==> config.mk <==
export PLATFORM = sky130hd
export DESIGN_NAME = lgc_top
export DESIGN_NICKNAME = d
export VERILOG_FILES = /design/src/hw/lgc_pkg.sv /design/src/hw/lgc_sync.sv /design/src/hw/lgc_sar.sv /design/src/hw/lgc_top.sv
export SDC_FILE = /design/constraint.sdc
export NUM_CORES = 1
export LEC_CHECK = 0
export BUFFER_PORTS_ARGS = -buffer_cell sky130_fd_sc_hd__buf_2
export CORE_MARGIN = 5
export CORE_UTILIZATION = 45
export DETAILED_ROUTE_END_ITERATION = 8
export GPL_TIMING_DRIVEN = 0
export PLACE_DENSITY = 0.74
export SYNTH_ARGS = -nofsm -noshare
export SYNTH_HDL_FRONTEND = slang
export SYNTH_HIERARCHICAL = 1
export SYNTH_SLANG_ARGS = --single-unit
==> constraint.sdc <==
create_clock -name pclk -period 4.2 [get_ports pclk]
set_clock_uncertainty 0.05 [all_clocks]
set_input_delay 0.63 -clock pclk [delete_from_list [all_inputs] [get_ports pclk]]
set_output_delay 0.63 -clock pclk [all_outputs]
set_load 0.03 [all_outputs]
==> src/hw/lgc_pkg.sv <==
// constants, register map and shared helpers for the led_master_request gating control block
// assumes one 50 MHz clock shared by every module of the block
package lgc_pkg;

  // clock and timing
  localparam int CLK_FREQ_HZ       = 50_000_000;
  localparam int ON_DELAY_MS       = 100;
  localparam int ON_DELAY_CYCLES   = CLK_FREQ_HZ / 1000 * ON_DELAY_MS;
  localparam int SAR_SETTLE_CYCLES = 1024;

  // widths
  localparam int PWM_BITS   = 8;
  localparam int APB_ADDR_W = 12;

  // register byte offsets
  localparam logic [APB_ADDR_W-1:0] OFF_CTRL   = 12'h000;
  localparam logic [APB_ADDR_W-1:0] OFF_STATUS = 12'h004;
  localparam logic [APB_ADDR_W-1:0] OFF_DUTY   = 12'h008;
  localparam logic [APB_ADDR_W-1:0] OFF_SAR    = 12'h00C;

  // control register fields
  localparam int CTRL_COLOUR_EN_BIT = 0;
  localparam int CTRL_SW_LED_BIT    = 1;
  localparam int CTRL_SAR_START_BIT = 2;

  // status register fields
  localparam int STAT_DRV_ON_BIT   = 0;
  localparam int STAT_CHOICE_LSB   = 1;
  localparam int STAT_CFG_BIT      = 3;
  localparam int STAT_SAR_BUSY_BIT = 4;
  localparam int STAT_SAR_DONE_BIT = 5;
  localparam int STAT_REQ_BIT      = 6;
  localparam int STAT_WAIT_BIT     = 7;

  // duty register fields
  localparam int DUTY_RED_LSB   = 0;
  localparam int DUTY_GREEN_LSB = 8;
  localparam int DUTY_BLUE_LSB  = 16;

  // reset values
  localparam logic                CTRL_COLOUR_EN_RST = 1'h0;
  localparam logic                CTRL_SW_LED_RST    = 1'h0;
  localparam logic [PWM_BITS-1:0] DUTY_RST           = 8'h80;

  // light source choice codes
  localparam logic [1:0] CHOICE_NONE  = 2'h0;
  localparam logic [1:0] CHOICE_RED   = 2'h1;
  localparam logic [1:0] CHOICE_GREEN = 2'h2;
  localparam logic [1:0] CHOICE_BLUE  = 2'h3;

  // pwm level for a free running counter against a duty value
  function automatic logic pwm_level(input logic [PWM_BITS-1:0] cnt, input logic [PWM_BITS-1:0] duty);
    return cnt < duty;
  endfunction

endpackage

==> src/hw/lgc_sync.sv <==
// two flip-flop synchroniser for asynchronous level inputs
// assumes the inputs are levels that stay put for several clocks
`timescale 1ns/100ps
module lgc_sync #(
  parameter int WIDTH = 1
) (
  // clock and reset
  input  wire logic             pclk,
  input  wire logic             presetn,
  // levels
  input  wire logic [WIDTH-1:0] async_in,
  output logic      [WIDTH-1:0] sync_out
);

  typedef struct packed {
    logic [WIDTH-1:0] meta;
    logic [WIDTH-1:0] stable;
  } lgc_sync_s;

  lgc_sync_s st_ff;
  lgc_sync_s nxt_st;

  always_comb begin
    nxt_st        = st_ff;
    nxt_st.meta   = async_in;
    nxt_st.stable = st_ff.meta;
  end

  always_ff @(posedge pclk or negedge presetn) begin
    if (!presetn) begin
      st_ff <= '0;
    end else begin
      st_ff <= nxt_st;
    end
  end

  assign sync_out = st_ff.stable;

endmodule

==> src/hw/lgc_sar.sv <==
// successive approximation engine driving the comparator reference pwm
// assumes the comparator result is already synchronised and the external rc filter settles within SETTLE
`timescale 1ns/100ps
module lgc_sar
  import lgc_pkg::*;
#(
  parameter int SETTLE = lgc_pkg::SAR_SETTLE_CYCLES
) (
  // clock and reset
  input  wire logic                         pclk,
  input  wire logic                         presetn,
  // control
  input  wire logic                         start,
  input  wire logic                         cmp_sync,
  // results
  output logic                              ref_pulse,
  output logic                              busy,
  output logic                              done,
  output logic [lgc_pkg::PWM_BITS-1:0]      result
);

  localparam int SET_W = $clog2(SETTLE + 1);
  localparam int IDX_W = $clog2(PWM_BITS);

  typedef enum logic [0:0] {SAR_IDLE, SAR_SETTLE} lgc_sar_e;

  typedef struct packed {
    lgc_sar_e            state;
    logic [IDX_W-1:0]    bit_idx;
    logic [PWM_BITS-1:0] trial;
    logic [SET_W-1:0]    settle_cnt;
    logic [PWM_BITS-1:0] pwm_cnt;
    logic                ref_pulse;
    logic                busy;
    logic                done;
    logic [PWM_BITS-1:0] result;
  } lgc_sar_s;

  lgc_sar_s st_ff;
  lgc_sar_s nxt_st;

  always_comb begin
    nxt_st         = st_ff;
    nxt_st.done    = 1'b0;
    nxt_st.pwm_cnt = st_ff.pwm_cnt + 8'h01;
    unique case (st_ff.state)
      SAR_IDLE: begin
        if (start) begin
          nxt_st.state      = SAR_SETTLE;
          nxt_st.bit_idx    = IDX_W'(PWM_BITS - 1);
          nxt_st.trial      = '0;
          nxt_st.trial[PWM_BITS-1] = 1'b1;
          nxt_st.settle_cnt = '0;
        end
      end
      SAR_SETTLE: begin
        if (st_ff.settle_cnt == SET_W'(SETTLE - 1)) begin
          // comparator high means the sensor sits above the trial level, so the bit stays
          nxt_st.trial[st_ff.bit_idx] = cmp_sync;
          nxt_st.settle_cnt           = '0;
          if (st_ff.bit_idx == '0) begin
            nxt_st.state         = SAR_IDLE;
            nxt_st.done          = 1'b1;
            nxt_st.result        = st_ff.trial;
            nxt_st.result[0]     = cmp_sync;
          end else begin
            nxt_st.bit_idx                     = st_ff.bit_idx - IDX_W'(1);
            nxt_st.trial[st_ff.bit_idx - IDX_W'(1)] = 1'b1;
          end
        end else begin
          nxt_st.settle_cnt = st_ff.settle_cnt + SET_W'(1);
        end
      end
    endcase
    nxt_st.busy = (nxt_st.state == SAR_SETTLE);
    // reference duty follows the trial level; parked low when idle
    nxt_st.ref_pulse = (nxt_st.state == SAR_SETTLE) && pwm_level(st_ff.pwm_cnt, nxt_st.trial);
  end

  always_ff @(posedge pclk or negedge presetn) begin
    if (!presetn) begin
      st_ff <= '0;
    end else begin
      st_ff <= nxt_st;
    end
  end

  assign ref_pulse = st_ff.ref_pulse;
  assign busy      = st_ff.busy;
  assign done      = st_ff.done;
  assign result    = st_ff.result;

endmodule

==> src/hw/lgc_top.sv <==
// led_master_request gating control: driver master enable, light source choice, colour enables, led pwm
// and the light sensor comparator interface, with an apb register slave
// assumes seq_* inputs come from the display sequencer in this clock domain and cfg_image_loaded
// rises once the configuration image has been read from flash
`timescale 1ns/100ps
module lgc_top
  import lgc_pkg::*;
#(
  parameter int ON_DELAY = lgc_pkg::ON_DELAY_CYCLES,
  parameter int SETTLE   = lgc_pkg::SAR_SETTLE_CYCLES
) (
  // clock and reset
  input  wire logic                          pclk,
  input  wire logic                          presetn,
  // apb slave
  input  wire logic                          psel,
  input  wire logic                          penable,
  input  wire logic                          pwrite,
  input  wire logic [lgc_pkg::APB_ADDR_W-1:0] paddr,
  input  wire logic [31:0]                   pwdata,
  output logic      [31:0]                   prdata,
  output logic                               pready,
  output logic                               pslverr,
  // system status
  input  wire logic                          led_master_request,
  input  wire logic                          supply_good_hold,
  input  wire logic                          cfg_image_loaded,
  // display sequencer
  input  wire logic [1:0]                    seq_colour,
  input  wire logic                          seq_running,
  // led driver side
  output logic                               led_driver_master_on,
  output logic [1:0]                         light_source_choice,
  output logic                               red_en_out,
  output logic                               red_en_oe,
  output logic                               green_en_out,
  output logic                               green_en_oe,
  output logic                               blue_en_out,
  output logic                               blue_en_oe,
  output logic                               red_pwm,
  output logic                               green_pwm,
  output logic                               blue_pwm,
  // light sensor comparator
  input  wire logic                          comparator_result_in,
  output logic                               comparator_reference_pulse
);

  localparam int DLY_W = $clog2(ON_DELAY + 1);

  ////////////////////////////////////////////////////////////////////////////////
  // state

  typedef enum logic [1:0] {LGC_OFF, LGC_WAIT, LGC_ON} lgc_pwr_e;

  typedef struct packed {
    lgc_pwr_e            pwr;
    logic [DLY_W-1:0]    dly_cnt;
    logic                drv_on;
    logic [1:0]          choice;
    logic                colour_arm;
    logic                sw_led_en;
    logic [PWM_BITS-1:0] duty_r;
    logic [PWM_BITS-1:0] duty_g;
    logic [PWM_BITS-1:0] duty_b;
    logic [PWM_BITS-1:0] pwm_cnt;
    logic                pwm_r;
    logic                pwm_g;
    logic                pwm_b;
    logic                en_r;
    logic                en_g;
    logic                en_b;
    logic                col_oe;
    logic                sar_start;
    logic                sar_done_flag;
    logic                pready;
    logic                pslverr;
    logic [31:0]         prdata;
  } lgc_top_state_s;

  lgc_top_state_s      st_ff;
  lgc_top_state_s      nxt_st;

  logic [2:0]          sync_q;
  logic                req_s;
  logic                hold_s;
  logic                cmp_s;
  logic                sar_ref;
  logic                sar_busy;
  logic                sar_done;
  logic [PWM_BITS-1:0] sar_result;
  logic                access;
  logic                wr_fire;
  logic                led_gate;

  ////////////////////////////////////////////////////////////////////////////////
  // input synchronisers and sar engine

  lgc_sync #(
    .WIDTH    (3)
  ) u_sync (
    .pclk     (pclk),
    .presetn  (presetn),
    .async_in ({comparator_result_in, supply_good_hold, led_master_request}),
    .sync_out (sync_q)
  );

  assign req_s  = sync_q[0];
  assign hold_s = sync_q[1];
  assign cmp_s  = sync_q[2];

  lgc_sar #(
    .SETTLE    (SETTLE)
  ) u_sar (
    .pclk      (pclk),
    .presetn   (presetn),
    .start     (st_ff.sar_start),
    .cmp_sync  (cmp_s),
    .ref_pulse (sar_ref),
    .busy      (sar_busy),
    .done      (sar_done),
    .result    (sar_result)
  );

  ////////////////////////////////////////////////////////////////////////////////
  // register decode helpers

  function automatic logic reg_hit(input logic [APB_ADDR_W-1:0] addr);
    return (addr == OFF_CTRL) || (addr == OFF_STATUS) || (addr == OFF_DUTY) || (addr == OFF_SAR);
  endfunction

  function automatic logic [31:0] reg_read(input lgc_top_state_s s, input logic [APB_ADDR_W-1:0] addr,
                                           input logic busy, input logic [PWM_BITS-1:0] res,
                                           input logic req, input logic cfg);
    logic [31:0] d;
    d = 32'h0000_0000;
    unique case (addr)
      OFF_CTRL: begin
        d[CTRL_COLOUR_EN_BIT] = s.colour_arm;
        d[CTRL_SW_LED_BIT]    = s.sw_led_en;
      end
      OFF_STATUS: begin
        d[STAT_DRV_ON_BIT]                   = s.drv_on;
        d[STAT_CHOICE_LSB+1:STAT_CHOICE_LSB] = s.choice;
        d[STAT_CFG_BIT]                      = cfg;
        d[STAT_SAR_BUSY_BIT]                 = busy;
        d[STAT_SAR_DONE_BIT]                 = s.sar_done_flag;
        d[STAT_REQ_BIT]                      = req;
        d[STAT_WAIT_BIT]                     = (s.pwr == LGC_WAIT);
      end
      OFF_DUTY: begin
        d[DUTY_RED_LSB+PWM_BITS-1:DUTY_RED_LSB]     = s.duty_r;
        d[DUTY_GREEN_LSB+PWM_BITS-1:DUTY_GREEN_LSB] = s.duty_g;
        d[DUTY_BLUE_LSB+PWM_BITS-1:DUTY_BLUE_LSB]   = s.duty_b;
      end
      OFF_SAR: begin
        d[PWM_BITS-1:0] = res;
      end
      default: begin
        d = 32'h0000_0000;
      end
    endcase
    return d;
  endfunction

  ////////////////////////////////////////////////////////////////////////////////
  // next state

  assign access  = psel && penable;
  // a write lands only at the edge where the master sees pready high
  assign wr_fire = access && st_ff.pready && pwrite && reg_hit(paddr);

  always_comb begin
    nxt_st           = st_ff;
    nxt_st.sar_start = 1'b0;
    nxt_st.pwm_cnt   = st_ff.pwm_cnt + 8'h01;

    // apb: one wait state, then answer
    if (access && !st_ff.pready) begin
      nxt_st.pready  = 1'b1;
      nxt_st.pslverr = !reg_hit(paddr);
      nxt_st.prdata  = pwrite ? 32'h0000_0000 : reg_read(st_ff, paddr, sar_busy, sar_result, req_s,
                                                         cfg_image_loaded);
    end else begin
      nxt_st.pready  = 1'b0;
      nxt_st.pslverr = 1'b0;
    end

    if (wr_fire && (paddr == OFF_CTRL)) begin
      nxt_st.colour_arm = pwdata[CTRL_COLOUR_EN_BIT];
      nxt_st.sw_led_en  = pwdata[CTRL_SW_LED_BIT];
      nxt_st.sar_start  = pwdata[CTRL_SAR_START_BIT] && !sar_busy;
    end
    if (wr_fire && (paddr == OFF_DUTY)) begin
      nxt_st.duty_r = pwdata[DUTY_RED_LSB+PWM_BITS-1:DUTY_RED_LSB];
      nxt_st.duty_g = pwdata[DUTY_GREEN_LSB+PWM_BITS-1:DUTY_GREEN_LSB];
      nxt_st.duty_b = pwdata[DUTY_BLUE_LSB+PWM_BITS-1:DUTY_BLUE_LSB];
    end

    // done flag: write one to clear, a finishing conversion in the same cycle wins
    if (wr_fire && (paddr == OFF_STATUS) && pwdata[STAT_SAR_DONE_BIT]) begin
      nxt_st.sar_done_flag = 1'b0;
    end
    if (sar_done) begin
      nxt_st.sar_done_flag = 1'b1;
    end

    // power-on delay sequencing of the driver master enable
    unique case (st_ff.pwr)
      LGC_OFF: begin
        // starting from off with the request high counts as a fresh rise
        if (req_s && hold_s) begin
          nxt_st.pwr     = LGC_WAIT;
          nxt_st.dly_cnt = '0;
        end
      end
      LGC_WAIT: begin
        if (!req_s || !hold_s) begin
          nxt_st.pwr = LGC_OFF;
        end else if (st_ff.dly_cnt == DLY_W'(ON_DELAY - 1)) begin
          nxt_st.pwr = LGC_ON;
        end else begin
          nxt_st.dly_cnt = st_ff.dly_cnt + DLY_W'(1);
        end
      end
      LGC_ON: begin
        if (!req_s || !hold_s) begin
          nxt_st.pwr = LGC_OFF;
        end
      end
    endcase

    nxt_st.drv_on = (nxt_st.pwr == LGC_ON);
    // choice tracks the sequencer only while the driver is released
    if ((nxt_st.pwr == LGC_ON) && seq_running) begin
      nxt_st.choice = seq_colour;
    end else begin
      nxt_st.choice = CHOICE_NONE;
    end

    // colour pins turn into driven-low outputs once the image is loaded
    nxt_st.col_oe = cfg_image_loaded;
    nxt_st.en_r   = cfg_image_loaded && st_ff.colour_arm && (st_ff.choice == CHOICE_RED);
    nxt_st.en_g   = cfg_image_loaded && st_ff.colour_arm && (st_ff.choice == CHOICE_GREEN);
    nxt_st.en_b   = cfg_image_loaded && st_ff.colour_arm && (st_ff.choice == CHOICE_BLUE);

    // pwm high is the led-off level for the driver, hence forced high when gated
    nxt_st.pwm_r = !led_gate || pwm_level(st_ff.pwm_cnt, st_ff.duty_r);
    nxt_st.pwm_g = !led_gate || pwm_level(st_ff.pwm_cnt, st_ff.duty_g);
    nxt_st.pwm_b = !led_gate || pwm_level(st_ff.pwm_cnt, st_ff.duty_b);
  end

  assign led_gate = st_ff.drv_on && st_ff.sw_led_en && seq_running;

  ////////////////////////////////////////////////////////////////////////////////
  // state register

  always_ff @(posedge pclk or negedge presetn) begin
    if (!presetn) begin
      st_ff            <= '0;
      st_ff.pwr        <= LGC_OFF;
      st_ff.colour_arm <= CTRL_COLOUR_EN_RST;
      st_ff.sw_led_en  <= CTRL_SW_LED_RST;
      st_ff.duty_r     <= DUTY_RST;
      st_ff.duty_g     <= DUTY_RST;
      st_ff.duty_b     <= DUTY_RST;
      st_ff.pwm_r      <= 1'b1;
      st_ff.pwm_g      <= 1'b1;
      st_ff.pwm_b      <= 1'b1;
    end else begin
      st_ff <= nxt_st;
    end
  end

  ////////////////////////////////////////////////////////////////////////////////
  // outputs, all straight from flip-flops

  assign prdata                     = st_ff.prdata;
  assign pready                     = st_ff.pready;
  assign pslverr                    = st_ff.pslverr;
  assign led_driver_master_on       = st_ff.drv_on;
  assign light_source_choice        = st_ff.choice;
  assign red_en_out                 = st_ff.en_r;
  assign green_en_out               = st_ff.en_g;
  assign blue_en_out                = st_ff.en_b;
  assign red_en_oe                  = st_ff.col_oe;
  assign green_en_oe                = st_ff.col_oe;
  assign blue_en_oe                 = st_ff.col_oe;
  assign red_pwm                    = st_ff.pwm_r;
  assign green_pwm                  = st_ff.pwm_g;
  assign blue_pwm                   = st_ff.pwm_b;
  assign comparator_reference_pulse = sar_ref;

endmodule

==> results of run 1 <==
## worst max-delay path, delay by kind of cell, from the launching register on
kind	cells	cell delay [ns]
AOI/OAI and AO/OA	6	1.08
adders and majority gates	2	0.63
buffers and inverters	2	0.50
DFF	1	0.45
muxes	1	0.33
and+or+nand+nor	2	0.28
## area by class of cell
class	count	area [um2]	share of cell area (%)
Timing Repair Buffer	86	459.2	5.147
Tap cell	220	275.3	3.085
Multi-Input combinational cell	474	3386	37.95
Sequential cell	144	3611	40.47
Clock buffer	18	439.2	4.922
Clock inverter	14	167.7	1.879
Inverter	42	157.7	1.767
Buffer	64	426.7	4.782
## cell usage in the layout (no fill, tap or decap), types with 9 or more instances in the layout
cell | synthesis | final
a21oi_1 | 23 | 23
a22o_1 | 22 | 22
a22oi_1 | 9 | 9
buf_2 | 5 | 89
buf_4 | 48 | 48
clkbuf_1 | 11 | 11
clkbuf_16 | 0 | 17
dfrtp_1 | 138 | 138
ha_1 | 37 | 37
inv_1 | 40 | 40
mux2_1 | 20 | 20
mux2_2 | 12 | 12
nand2_1 | 66 | 66
nand3_1 | 23 | 23
nand4_1 | 14 | 14
nor2_1 | 34 | 34
o21a_1 | 10 | 10
o21ai_0 | 51 | 51
or3_1 | 12 | 12
xnor2_1 | 10 | 10
xor2_1 | 13 | 13
## report_power, final
group	total, mW	internal, mW	switching (mW)	leakage [nW]
Combinational	0.204	0.0718	0.133	1.96
Sequential	1.43	1.41	0.0202	1.94
Clock	1.55	0.911	0.638	0.293
## cell families after synthesis
kind of cell,count (synthesis),synth area share [%]
buffers and inverters,106,7.734
XOR/XNOR,23,2.666
AND/OR/NAND/NOR,209,15.14
AO/OA/AOI/OAI,156,14.06
flip-flops,144,47.80
multiplexers,41,6.426
adder cells (fa/ha/maj),37,6.128
other,1,0.04964
## state kept, by name, indices dropped and copies added (netlist names), 2 cells and up
register,flops
u_sync/sync_out,3
light_source_choice,2
st_ff,61
u_sync/nxt_st,3
u_sar/st_ff,30
u_sar/result,8
prdata,24
## metrics by stage
step	instance area (um2)	util, %	std cells	total power, mW
floorplan	7581	-	724	1.568
global placement	8282	50.12	1029	1.650
detailed placement	8315	50.32	1030	1.659
CTS	8922	53.99	1062	3.215
global route	8922	53.99	1062	3.303
finish	8922	53.99	1062	3.182
## layer usage
layer | vias up | track usage [%] | share of wire (%)
met5 | - | 0 | 0
met4 | 0 | 5.609 | 1.6
met3 | 21 | 3.979 | 5.6
met2 | 154 | 27.20 | 46
met1 | 2701 | 24.23 | 47
li1 | 2742 | - | -
## worst min path at each step
| stage | slack [ns] | to | from | depth (start not counted) |
|---|---|---|---|---|
| 2_1_floorplan | 0.28 | blue_en_oe$_DFF_PN0_ | presetn | 0 |
| 3_3_place_gp | 0.28 | u_sync/sync_out[1]$_DFF_PN0_ | u_sync/nxt_st[1]$_DFF_PN0_ | 0 |
| 3_5_place_dp | 0.29 | u_sync/sync_out[0]$_DFF_PN0_ | u_sync/nxt_st[0]$_DFF_PN0_ | 0 |
| 4_1_cts | 0.16 | u_sar/ref_pulse$_DFF_PN0_ | presetn | 1 |
| 5_1_grt | 0.19 | u_sar/ref_pulse$_DFF_PN0_ | presetn | 1 |
| 6_report | 0.13 | u_sar/ref_pulse$_DFF_PN0_ | presetn | 1 |
==> flow_summary.yaml, run 1 <==
status:
  status: "finished clean"
clock_tree:
  ctsHoldBuffers: 0
  path_clk_slew_ns: 0.06
  cts-resized-gates: 0
  cts_buffers: 17
  clock_sink_count: 144
  clk_latency_ns: 0.42
  cts_tree: "yes"
  root_buffer: "clkbuf_16"
  post_cts_buffers: 0
  h-tree-depth: 4
  cts_buffer_depth: 2
sta:
  hold_slack_ns: 0.1305
  setup_viol: 0
  worst_pin_slew_ns: 0.7885
  hold_viol: 0
  finalCriticalPeriod_ns: 3.408
  rsz0062_at_grt: "false"
  timing.fmax_mhz: 293.5
  report.final.slew_viol_count: 0
  relSlewSlack_pct: 46.99
  fin_ws_ns: 0.7923
  period_share_pct: 81.14
  finalSetupTns_ns: 0
die:
  fp.dieH_um: 139.6
  dieWidth_um: 139.6
  rows: 47
  io_pins: 103
  die_area_um2: 19480
  core_area_um2: 16520
  initial_core_util_pct: 45.72
yosys:
  synthMostInstantiatedCell: "dfrtp_1"
  synth_top_cell_area_share_pct: 45.71
  synth_edf_count: 0
  ys.flop_type: "dfrtp_1"
  yosys.area.top_type: "dfrtp_1"
  ys_top_cells_by_count: "dfrtp_1, nand2_1, o21ai_0, buf_4, inv_1"
  ys_warn_count: 6
  netlist_top_cells_area: "dfrtp_1, ha_1, buf_4, o21ai_0, nand2_1"
  netlist_instances: 717
  yosys.cell_types.count: 71
  async_flop_share_pct: 100.0
  syn_area_per_cell_um2: 10.54
  seq_area_frac_synth_pct: 47.80
  syn_area_um2: 7555
  synth-seq-cells: 144
power_and_ir_drop:
  p_leak_nw: 4.191
  vdd_drop_max_mv: 0.3051
  power_density_nw_per_um2: 356.6
routing:
  firstDrtPassIters: 4
  drt_iter0_drc: 407
  vias: 5618
  wl_mm: 16.34
  routedWlPerCell_um: 15.39
  drc: 0
  viasPerCell: 5.290
  drtAntennaViolNets: 0
setup_path:
  path_max_fanout: 11
  worst_path_max_delay_cell: "dfrtp_1"
  rrSetupSlack_ns: 0.79
  start_kind: "register"
  crit_type: "reg2reg"
  arrival_ns: 3.71
  r2r_cells: 13
  endpoint_kind: "register"
  path_cells: "inv_1, clkbuf_1, ha_1, mux2i_1, nand2b_1, o21ai_0, a22oi_1, ha_1, a21oi_1, o21ai_0, a211oi_1, o211ai_1, nand2_1"
  crit_end: "u_sar/ref_pulse$_DFF_PN0_"
  cp.required_ns: 4.50
  cpPeakStageDelay_ns: 0.45
  crit_start: "u_sar/st_ff[38]$_DFFE_PN0P_"
  r2r_end: "u_sar/ref_pulse$_DFF_PN0_"
  reg2reg_from: "u_sar/st_ff[38]$_DFFE_PN0P_"
global_routing:
  grt_first_pass_wirelength_mm: 27.72
  grt_max_degree: 81
  grt_pass1_vias: 5472
  antenna_found_initial: 0
  track_usage_pct: 17.41
  overflow: 0
job:
  drv_cap: 0
place:
  port_buffers: 85
  dpl.hpwl_mm: 11.93
  place_ws_ns: 0.8745
  gp_congestion: 0.8814
worst_hold_path:
  hold_class: "in2async"
finish:
  fin_nets: 922
  drive_above_1_share_pct: 26.13
  fillers: 1420
  area_growth_pct: 18.10
  n_antenna_cell: 0
No activity file was read; power rests on OpenSTA's default activity.
==> run 2, diff against run 1 <==
- PLACE_DENSITY: 0.74 -> 0.76
- clock period: 4.2 -> 3.05 ns (I/O delays scaled with it)
==> flow_summary.yaml, run 2 (synthesis results as in run 1) <==
routing:
  vias: 5744
  firstDrtPassIters: 5
  drc: 0
  drtAntennaViolNets: 0
  wl_mm: 16.23
  drt_iter0_drc: 382
  viasPerCell: 5.383
  routedWlPerCell_um: 15.21
finish:
  n_antenna_cell: 0
  final_cell_mix: "dfrtp_1, buf_2, nand2_1"
  drive_above_1_share_pct: 28.10
  fin_util_pct: 55.00
  mostFrequentLayoutCell: "dfrtp_1"
  largest_register: "st_ff"
  largest_register_ffs: 61
  fillers: 1382
  fin_nets: 927
  area_growth_pct: 20.30
sta:
  finalCriticalPeriod_ns: 2.896
  timing.fmax_mhz: 345.3
  relSlewSlack_pct: 46.11
  finalSetupTns_ns: 0
  setup_viol: 0
  worst_pin_slew_ns: 0.8015
  hold_viol: 0
  report.final.slew_viol_count: 0
  period_share_pct: 94.97
place:
  gp_congestion: 0.8919
  port_buffers: 85
  dpl.hpwl_mm: 11.69
clock_tree:
  h-tree-depth: 4
  root_buffer: "clkbuf_16"
  clock_sink_count: 144
  cts_tree: "yes"
  clk_latency_ns: 0.43
  cts_buffers: 17
  path_clk_slew_ns: 0.06
  cts_buffer_depth: 2
die:
  die_area_um2: 19480
  rows: 47
  dieWidth_um: 139.6
  initial_core_util_pct: 45.72
  core_area_um2: 16520
  io_pins: 103
  fp.dieH_um: 139.6
setup_path:
  critPathMostFrequentCell: "ha_4"
  path_max_fanout: 8
  crit_family: "simple AND/OR/NAND/NOR gates"
  arrival_ns: 3.20
  cpPeakStageDelay_ns: 0.55
  path_cells: "ha_4, nand4_4, or4_4, buf_8, nand2_2, nor2_1, a211o_1, ha_4, a21oi_2, o21ai_1, a211oi_2, o211ai_1, nand2_1"
  cp.required_ns: 3.36
  worst_path_max_delay_cell: "or4_4"
  rrSetupSlack_ns: 0.15
  crit_type: "reg2reg"
  path_buf_inv: 1
  endpoint_kind: "register"
  start_kind: "register"
status:
  status: "finished clean"
global_routing:
  grt_pass1_vias: 5518
  grt.met3_usage_pct: 3.774
  grt_first_pass_wirelength_mm: 27.23
  grtUsageMet2_pct: 26.54
  busiest_layer: "met2"
  grt_use_met1_pct: 23.42
  overflow: 0
  grt_max_degree: 78
  antenna_found_initial: 0
  track_usage_pct: 17.07
power_and_ir_drop:
  vdd_drop_max_mv: 0.4568
  p_leak_nw: 4.254
  power_density_nw_per_um2: 495.8
job:
  drv_cap: 0
worst_hold_path:
  hold_class: "in2reg"
==> run 2: cell count changes in the layout (fill, tap and decap cells not counted), moves of 2 or more <==
cell,previous run,this run
dfrtp_2,0,3
ha_4,0,2
clkinv_4,2,0
ha_1,37,35
bufinv_16,2,4
buf_4,48,52
clkinvlp_4,2,4
dfrtp_1,138,135
==> run 2: worst paths after layout <==
kind,start,endpoint,cells past startpoint
max in group asynchronous,presetn,red_pwm$_DFF_PN1_,3
hold reg to reg,u_sync/nxt_st[0]$_DFF_PN0_,u_sync/sync_out[0]$_DFF_PN0_,0
setup reg to reg,u_sar/st_ff[19]$_DFFE_PN0P_,u_sar/ref_pulse$_DFF_PN0_,13
min in group asynchronous,presetn,u_sar/ref_pulse$_DFF_PN0_,2
hold / removal,led_master_request,u_sync/nxt_st[0]$_DFF_PN0_,1
setup / recovery,u_sar/st_ff[19]$_DFFE_PN0P_,u_sar/ref_pulse$_DFF_PN0_,13
==> run 2: final cells by class <==
type	instances	area [um2]	area share, %
inverters	42	161.4	1.776
flip-flops and latches	144	3615	39.77
repair buffers	92	506.7	5.575
well taps	220	275.3	3.029
multi-input cells	474	3457	38.04
plain buffers	63	430.4	4.736
clock inverters	15	217.7	2.395
clock buffers	17	425.4	4.681
==> run 2: worst reg2reg max path, cell delays in order (launching register included) <==
cell	delay, ns
dfrtp_1	0.40
ha_4	0.18
nand4_4	0.13
or4_4	0.55
buf_8	0.17
nand2_2	0.10
nor2_1	0.07
a211o_1	0.30
ha_4	0.23
a21oi_2	0.10
o21ai_1	0.09
a211oi_2	0.24
o211ai_1	0.13
nand2_1	0.09
==> run 2: where the power goes <==
part	internal [mW]	switching, mW
Clock	1.39	0.861
Combinational	0.100	0.184
Sequential	1.94	0.0286
==> run 2: metrics by stage <==
step           worst slack [ns]  hold slack (ns)  power, mW  std cells  area [um2]
2_1_floorplan            0.1815           0.1119      2.160        724        7581
3_3_place_gp            -0.5538           0.2838      2.272       1029        8282
3_5_place_dp            -0.1584           0.2879      2.284       1030        8315
4_1_cts                 0.04074          0.07562      4.548       1064        8997
5_1_grt                -0.02349          0.07699      4.670       1067        9089
6_report                 0.1536          0.09108      4.506       1067        9089
==> run 2: repair_timing <==
action / 4_1_cts / 5_1_grt
pin swaps: 2 / 6
gates resized for setup: 3 / 16
hold buffers: 1 / 0
setup buffers: 2 / 3
setup endpoints to repair: 1 / 1
hold endpoints to repair: 5 / 0
gates cloned: 0 / 0
==> run 2: per-layer routing <==
| layer | up-vias | wire [um] |
|---|---|---|
| met5 | - | 0 |
| met1 | 2784 | 7415 |
| met4 | 0 | 337 |
| met3 | 21 | 1026 |
| met2 | 180 | 7452 |
| li1 | 2759 | - |
